[src/verilog/css_pkg.sv]
// constants, types and decode helper for the clocked serial slave receiver
// assumes a single 100 MHz clock domain and an 8-bit register port
package css_pkg;

    // ==========================================================
    // register map (word index on the register port)
    localparam logic [2:0] CSS_ADDR_STBY  = 3'h0; // standby_control_reg
    localparam logic [2:0] CSS_ADDR_START = 3'h1; // channel_start_reg
    localparam logic [2:0] CSS_ADDR_STOP  = 3'h2; // channel_stop_reg
    localparam logic [2:0] CSS_ADDR_IRQ   = 3'h3; // request, enable, level
    localparam logic [2:0] CSS_ADDR_BUSY  = 3'h4; // handshake output value
    localparam logic [2:0] CSS_ADDR_RXBUF = 3'h5; // received word
    localparam logic [2:0] CSS_ADDR_STAT  = 3'h6; // channel state

    // ==========================================================
    // field positions
    localparam int CSS_BIT_SNZ_EN   = 0;
    localparam int CSS_BIT_TRIG     = 0;
    localparam int CSS_BIT_IRQ_PEND = 0;
    localparam int CSS_BIT_IRQ_EN   = 1;
    localparam int CSS_BIT_PRIO_LO  = 2;
    localparam int CSS_BIT_PRIO_HI  = 3;
    localparam int CSS_BIT_BUSY     = 0;
    localparam int CSS_BIT_ST_CHAN  = 0;
    localparam int CSS_BIT_ST_AUTO  = 1;
    localparam int CSS_BIT_ST_VALID = 2;
    localparam int CSS_BIT_ST_SHIFT = 3;

    // ==========================================================
    // reset values and sizes
    localparam logic       CSS_RST_SNZ_EN = 1'b0;
    localparam logic       CSS_RST_IRQ_EN = 1'b0;
    localparam logic [1:0] CSS_RST_PRIO   = 2'h0;
    localparam logic       CSS_RST_BUSY   = 1'b1;
    localparam int         CSS_WORD_BITS  = 8;

    typedef enum logic [1:0] {
        CSS_RX_IDLE,
        CSS_RX_WAIT,
        CSS_RX_SHIFT
    } css_rx_e;

    function automatic logic css_hit(input logic [2:0] addr,
                                     input logic [2:0] offs,
                                     input logic       stb);
        return stb && (addr == offs);
    endfunction

endpackage

[src/verilog/css_rx.sv]
// clocked serial slave receiver with stop-mode autonomous reception
// assumes slave_clock_in and serial_data_in come from an outside master;
// stop_mode and fast_osc_sel come from on-chip logic on the same clock
//
// Added by the designer: the placing of the registers and the strobed register port.
`timescale 1ns/1ns
module css_rx
    import css_pkg::*;
#(
    parameter int WORD_BITS = CSS_WORD_BITS
) (
    input  wire logic       clock,           // 100 MHz system clock
    input  wire logic       nrst,            // async reset, active low
    input  wire logic [2:0] reg_addr,        // register index
    input  wire logic [7:0] reg_wdata,       // write data
    input  wire logic       reg_wr,          // write strobe
    input  wire logic       reg_rd,          // read strobe
    output logic      [7:0] reg_rdata,       // read data, cycle after read
    input  wire logic       slave_clock_in,  // serial clock from master
    input  wire logic       serial_data_in,  // serial data from master
    input  wire logic       stop_mode,       // processor is in stop mode
    input  wire logic       fast_osc_sel,    // fast oscillator is clock source
    output logic            busy_out,        // handshake, 1 = not ready
    output logic            transfer_end_irq, // pending and enabled request
    output logic            autonomous_receive_state, // receiving in stop
    output logic            wake_req         // one-cycle wake pulse
);

    if (WORD_BITS < 2 || WORD_BITS > 8) begin : g_bad_width
        $error("css_rx: WORD_BITS must lie between 2 and 8");
    end

    // ==========================================================
    // pin synchronisers
    logic       sck_s1_ff, sck_s2_ff, sck_d_ff;
    logic       sdi_s1_ff, sdi_s2_ff;
    logic       sck_rise, sck_fall;

    always_ff @(posedge clock or negedge nrst) begin
        if (!nrst) begin
            sck_s1_ff <= 1'b1;
            sck_s2_ff <= 1'b1;
            sck_d_ff  <= 1'b1;
            sdi_s1_ff <= 1'b0;
            sdi_s2_ff <= 1'b0;
        end else begin
            sck_s1_ff <= slave_clock_in;
            sck_s2_ff <= sck_s1_ff;
            sck_d_ff  <= sck_s2_ff;
            sdi_s1_ff <= serial_data_in;
            sdi_s2_ff <= sdi_s1_ff;
        end
    end

    assign sck_rise = sck_s2_ff && !sck_d_ff;
    assign sck_fall = !sck_s2_ff && sck_d_ff;

    // ==========================================================
    // register strobes
    logic wr_stby, wr_start, wr_stop, wr_irq, wr_busy, rd_rxbuf;

    assign wr_stby  = css_hit(reg_addr, CSS_ADDR_STBY, reg_wr);
    assign wr_start = css_hit(reg_addr, CSS_ADDR_START, reg_wr) &&
                      reg_wdata[CSS_BIT_TRIG];
    assign wr_stop  = css_hit(reg_addr, CSS_ADDR_STOP, reg_wr) &&
                      reg_wdata[CSS_BIT_TRIG];
    assign wr_irq   = css_hit(reg_addr, CSS_ADDR_IRQ, reg_wr);
    assign wr_busy  = css_hit(reg_addr, CSS_ADDR_BUSY, reg_wr);
    assign rd_rxbuf = css_hit(reg_addr, CSS_ADDR_RXBUF, reg_rd);

    // ==========================================================
    // configuration
    logic       snz_en_ff;
    logic       irq_en_ff;
    logic [1:0] prio_ff;

    always_ff @(posedge clock or negedge nrst) begin
        if (!nrst)
            snz_en_ff <= CSS_RST_SNZ_EN;
        else if (wr_stby)
            snz_en_ff <= reg_wdata[CSS_BIT_SNZ_EN];
    end

    always_ff @(posedge clock or negedge nrst) begin
        if (!nrst) begin
            irq_en_ff <= CSS_RST_IRQ_EN;
            prio_ff   <= CSS_RST_PRIO;
        end else if (wr_irq) begin
            irq_en_ff <= reg_wdata[CSS_BIT_IRQ_EN];
            prio_ff   <= reg_wdata[CSS_BIT_PRIO_HI:CSS_BIT_PRIO_LO];
        end
    end

    // ==========================================================
    // receive state machine
    css_rx_e    state_ff;
    logic [3:0] cnt_ff;
    logic [7:0] shift_ff;
    logic       auto_ff;
    logic       rx_allowed;
    logic       word_done;
    logic       auto_entry;

    // in stop mode the channel only starts, shifts and completes a word once the autonomous state is on
    assign rx_allowed = !stop_mode || auto_ff;
    assign auto_entry = stop_mode && snz_en_ff && fast_osc_sel &&
                        (state_ff == CSS_RX_WAIT) && sck_fall;
    assign word_done  = rx_allowed && sck_rise &&
                        (state_ff != CSS_RX_IDLE) &&
                        (cnt_ff == 4'(WORD_BITS - 1));

    always_ff @(posedge clock or negedge nrst) begin
        if (!nrst) begin
            state_ff <= CSS_RX_IDLE;
            cnt_ff   <= 4'h0;
        end else if (wr_stop) begin
            state_ff <= CSS_RX_IDLE;
            cnt_ff   <= 4'h0;
        end else begin
            case (state_ff)
                CSS_RX_IDLE: begin
                    if (wr_start)
                        state_ff <= CSS_RX_WAIT;
                end
                CSS_RX_WAIT: begin
                    if (rx_allowed && sck_rise) begin
                        state_ff <= CSS_RX_SHIFT;
                        cnt_ff   <= 4'h1;
                    end
                end
                CSS_RX_SHIFT: begin
                    if (word_done) begin
                        state_ff <= CSS_RX_WAIT;
                        cnt_ff   <= 4'h0;
                    end else if (sck_rise) begin
                        cnt_ff <= cnt_ff + 4'h1;
                    end
                end
                default: begin
                    state_ff <= CSS_RX_IDLE;
                    cnt_ff   <= 4'h0;
                end
            endcase
        end
    end

    // type 1 phase: master moves data on falling edge, slave samples on rise
    always_ff @(posedge clock or negedge nrst) begin
        if (!nrst)
            shift_ff <= 8'h00;
        else if (rx_allowed && sck_rise && state_ff != CSS_RX_IDLE)
            shift_ff <= {shift_ff[6:0], sdi_s2_ff};
    end

    always_ff @(posedge clock or negedge nrst) begin
        if (!nrst)
            auto_ff <= 1'b0;
        else if (word_done || wr_stop || !stop_mode)
            auto_ff <= 1'b0;
        else if (auto_entry)
            auto_ff <= 1'b1;
    end

    // ==========================================================
    // receive buffer, request flag, handshake
    logic [7:0] rxbuf_ff;
    logic       valid_ff;
    logic       pend_ff;
    logic       nxt_pend;

    always_ff @(posedge clock or negedge nrst) begin
        if (!nrst) begin
            rxbuf_ff <= 8'h00;
            valid_ff <= 1'b0;
        end else if (word_done) begin
            rxbuf_ff <= {shift_ff[6:0], sdi_s2_ff};
            valid_ff <= 1'b1;
        end else if (rd_rxbuf) begin
            valid_ff <= 1'b0;
        end
    end

    // a completion in the clearing cycle keeps the request set
    always_comb begin
        nxt_pend = pend_ff;
        if (wr_irq && reg_wdata[CSS_BIT_IRQ_PEND])
            nxt_pend = 1'b0;
        if (word_done)
            nxt_pend = 1'b1;
    end

    always_ff @(posedge clock or negedge nrst) begin
        if (!nrst)
            pend_ff <= 1'b0;
        else
            pend_ff <= nxt_pend;
    end

    // the master holds off while busy is high, so no clock arrives then
    always_ff @(posedge clock or negedge nrst) begin
        if (!nrst)
            busy_out <= CSS_RST_BUSY;
        else if (wr_busy)
            busy_out <= reg_wdata[CSS_BIT_BUSY];
        else if (rd_rxbuf && valid_ff)
            busy_out <= 1'b1;
    end

    always_ff @(posedge clock or negedge nrst) begin
        if (!nrst) begin
            transfer_end_irq         <= 1'b0;
            wake_req                 <= 1'b0;
            autonomous_receive_state <= 1'b0;
        end else begin
            transfer_end_irq         <= nxt_pend && irq_en_ff;
            wake_req                 <= word_done && auto_ff && irq_en_ff;
            autonomous_receive_state <= auto_ff;
        end
    end

    // ==========================================================
    // read port
    logic [7:0] rd_mux;

    always_comb begin
        rd_mux = 8'h00;
        case (reg_addr)
            CSS_ADDR_STBY:  rd_mux[CSS_BIT_SNZ_EN] = snz_en_ff;
            CSS_ADDR_IRQ: begin
                rd_mux[CSS_BIT_IRQ_PEND] = pend_ff;
                rd_mux[CSS_BIT_IRQ_EN]   = irq_en_ff;
                rd_mux[CSS_BIT_PRIO_HI:CSS_BIT_PRIO_LO] = prio_ff;
            end
            CSS_ADDR_BUSY:  rd_mux[CSS_BIT_BUSY] = busy_out;
            CSS_ADDR_RXBUF: rd_mux = rxbuf_ff;
            CSS_ADDR_STAT: begin
                rd_mux[CSS_BIT_ST_CHAN]  = (state_ff != CSS_RX_IDLE);
                rd_mux[CSS_BIT_ST_AUTO]  = auto_ff;
                rd_mux[CSS_BIT_ST_VALID] = valid_ff;
                rd_mux[CSS_BIT_ST_SHIFT] = (state_ff == CSS_RX_SHIFT);
            end
            default: rd_mux = 8'h00;
        endcase
    end

    always_ff @(posedge clock or negedge nrst) begin
        if (!nrst)
            reg_rdata <= 8'h00;
        else
            reg_rdata <= reg_rd ? rd_mux : 8'h00;
    end
endmodule // css_rx

[config.mk]
export PLATFORM = sky130hd
export DESIGN_NAME = css_rx
export DESIGN_NICKNAME = d
export VERILOG_FILES = /design/src/verilog/css_pkg.sv /design/src/verilog/css_rx.sv
export SDC_FILE = /design/constraint.sdc
export NUM_CORES = 1
export LEC_CHECK = 0
export ABC_AREA = 1
export BUFFER_PORTS_ARGS = -buffer_cell sky130_fd_sc_hd__buf_2
export CAP_MARGIN = 10
export CORE_UTILIZATION = 55
export DETAILED_ROUTE_END_ITERATION = 6
export PLACE_DENSITY_LB_ADDON = 0.15
export SLEW_MARGIN = 15
export SYNTH_ARGS = -nofsm -noshare
export SYNTH_HDL_FRONTEND = slang
export SYNTH_SLANG_ARGS = --single-unit
[constraint.sdc]
create_clock -name clock -period 1.9 [get_ports clock]
set_input_delay 0.19 -clock clock [delete_from_list [all_inputs] [get_ports clock]]
set_output_delay 0.19 -clock clock [all_outputs]
set_load 0.01 [all_outputs]
==> results.sh <==
export IMPL_status="finished, final reports clean"
export IMPL_dieArea_sq_mm=0.00392
export IMPL_placed_cell_area_sq_mm=0.00221
export IMPL_critPathKind="reg -> reg"
export IMPL_numCtsBuffers=5
export IMPL_postLayoutCoreUtil=0.674
export IMPL_cp_end_kind="flip-flop"
export IMPL_tightestPinTransition_ns=0.535
export IMPL_synth_edf_count=0
export IMPL_skew_ns=0.00391
export IMPL_cts_root_buf="clkbuf_4"
export IMPL_p_leak_nw=1.20
export IMPL_ys_ff_latch=45
export IMPL_hp_class="in -> reg"
export IMPL_critical_path_startpoint_type="flip-flop"
export IMPL_hold_viol=0
export IMPL_reg2reg_depth=8
export IMPL_vias=1459
export IMPL_drc=0
export IMPL_rows=21
export IMPL_wire_per_inst_um=12.2
export IMPL_reg2reg_slack_ns=0.25
export IMPL_htree_levels=2
export IMPL_finalSetupViolCount=0
export IMPL_wirelength_um=3500
export IMPL_post_route_period_util=0.868
export IMPL_start_util=0.592
export IMPL_p_seq_frac=0.522
export IMPL_synth_main_ff_cell="dfrtp_1"
export IMPL_maxSlewViolCount=0
export IMPL_grt_max_degree=46
export IMPL_core_area_sq_mm=0.00342
export IMPL_clk_pin_slew_ns=0.12
export IMPL_rsz0062_at_grt="false"
export IMPL_seq_area_sq_mm=0.00113
export IMPL_ios=31
export IMPL_p_int_mw=1.52
export IMPL_ant_nets=0
export IMPL_slew_headroom=0.643
export IMPL_hold_buffers=3
export IMPL_synth_most_common_cell="dfrtp_1"
export IMPL_cap_violations=0
export IMPL_grt_usage=0.208
export IMPL_r2r_start="cnt_ff[0]"
export IMPL_cp_depth=8
export IMPL_diodes=0
export IMPL_die_y_um=62.6
export IMPL_cts_sinks=45
export IMPL_fin_nets=263
export IMPL_cp_required_ns=2.16
export IMPL_path_cells="ha_1 -> nand2_1 -> nor2_1 -> nand4_2 -> nand3b_2 -> nand2_4 -> nand2_1 -> o21ai_1"
export IMPL_yosys_warnings=0
export IMPL_fin_setup_tns_ns=0
export IMPL_synth_top_area_share=0.508
export IMPL_critPathLaunch="cnt_ff[0]"
export IMPL_gp_congestion=0.844
export IMPL_overflow=0
export IMPL_irDropWorstVdd_v=0.000600
export IMPL_port_buffers=26
export IMPL_max_stage_delay_ns=0.44
export IMPL_fp_dieW_um=62.6
export IMPL_drive_above_1_share=0.288
export IMPL_crit_top_cell="nand2_1"
export IMPL_power_density_mw_per_mm2=985
export IMPL_timing_final_crit_period_ns=1.65
export IMPL_synth_area_per_cell_sq_um=9.95
export IMPL_async_reset_ff_frac=1.00
export IMPL_crit_family="simple AND/OR/NAND/NOR gates"
export IMPL_holdWs_ns=0.0550
export IMPL_postCtsSetupBuffers=0
export IMPL_synthCells=203
export IMPL_arrival_ns=1.91
export IMPL_ys_seq_area_frac=0.560
export IMPL_cts_tree="built"
export IMPL_p_sw_frac=0.328
export IMPL_drt_iter0_drc=48
export IMPL_insertion_delay_ns=0.36
export IMPL_viasPerCell=5.10
export IMPL_cts_buffer_depth=2
export IMPL_worst_path_max_fanout=9
export IMPL_synth_cell_types=32
export IMPL_synth_fp_nets=226
export IMPL_first_global_vias=1468
export IMPL_p_sw_mw=0.743
export IMPL_multi_input_area_sq_um=743
export IMPL_rr_endpoint="cnt_ff[3]"
export IMPL_place_hpwl_um=2590
export IMPL_first_pass_iters=4
export IMPL_synth_top_area_cell="dfrtp_1"
export IMPL_endpoint="cnt_ff[3]"
export IMPL_p_clk_frac=0.206
export IMPL_slowest_stage="dfrtp_1"
export IMPL_syn_area_sq_mm=0.00202
export IMPL_synthTopCellsByCount="41 x dfrtp_1, 32 x nand2_1, 30 x inv_1"
export IMPL_fmax_ghz=0.606
export IMPL_combPwrFrac=0.272
export IMPL_antenna_found_initial=0
export IMPL_cts_resized=0
export IMPL_yosys_top_cells_area="dfrtp_1 51%, nand2_1 5.9%, inv_1 5.6%"
export IMPL_crit_buf_inv=0
export IMPL_fin_area_sq_mm=0.00230
export IMPL_syn2layout_area_growth_pct=13.9
export IMPL_n_fill_cell=296
export IMPL_grt_pass1_wl_um=6280
## metrics by stage
step / total power [mW] / cells / worst slack, ns
2_1_floorplan: 1.65 / 203 / 0.504
3_3_place_gp: 1.78 / 276 / 0.348
3_5_place_dp: 1.81 / 276 / 0.292
4_1_cts: 2.30 / 286 / 0.267
5_1_grt: 2.42 / 286 / 0.129
6_report: 2.27 / 286 / 0.251
## cells in the final DEF (no fill, tap or decap), types with 4 or more instances in the layout
cell and n:
buf_2 26, ha_1 4, dfstp_2 4, dfrtp_1 41
mux2_2 5, nor2_1 16, o21ai_0 13, o21ai_1 5
clkbuf_4 5, a21oi_1 4, nand3_1 11, inv_2 4
nand2_2 5, nand2_1 32, inv_1 30
## worst min path at each step
stage                         startpoint           end  slack (ns)  depth (start not counted)
after floorplan                     nrst       auto_ff       -0.11                          0
after global placement              nrst  reg_rdata[4]        0.29                          2
after detailed placement  slave_clock_in     sck_s1_ff        0.30                          1
after CTS                   reg_wdata[3]    prio_ff[1]        0.04                          2
after global routing        reg_wdata[3]    prio_ff[1]        0.04                          2
final                       reg_wdata[3]    prio_ff[1]        0.05                          2
## final cells by class
type                            count  share of cell area
Sequential cell                    45               0.492
Multi-Input combinational cell    122               0.323
Timing Repair Buffer               32              0.0794
Inverter                           34              0.0555
Tap cell                           46              0.0250
Clock buffer                        6              0.0223
Clock inverter                      1             0.00326
## kinds of logic after synthesis
kind of cell,share of synthesized area
simple gates,0.219
flops,0.560
buf+inv,0.0724
compound gates,0.0817
mux,0.0427
fa+ha+maj,0.0248
## sequential cells by signal, summed over array words and instances, names as in the netlist, 2 cells and up
name / count
state_ff: 2
prio_ff: 2
cnt_ff: 4
shift_ff: 7
reg_rdata: 8
rxbuf_ff: 8
## per-layer routing
metal	share of wire	track usage
met1	0.45	0.242
met2	0.49	0.367
met3	0.039	0.0420
met4	0.021	0.0930
met5	0	0
## power by group through the flow
stage          Combinational (mW)  Clock, mW  Sequential (mW)
4_1_cts                     0.622      0.491             1.18
6_report                    0.615      0.468             1.18
5_1_grt                     0.701      0.519             1.20
3_5_place_dp                0.608          0             1.20
2_1_floorplan               0.461          0             1.19
3_3_place_gp                0.585          0             1.19
## worst register-to-register path: cells and delay by family, from the launching register on
kind            cells  cell delay, ns
simple gates        6            0.85
flops               1            0.44
fa+ha+maj           1            0.19
compound gates      1            0.06
(Power assumes the default switching activity.)
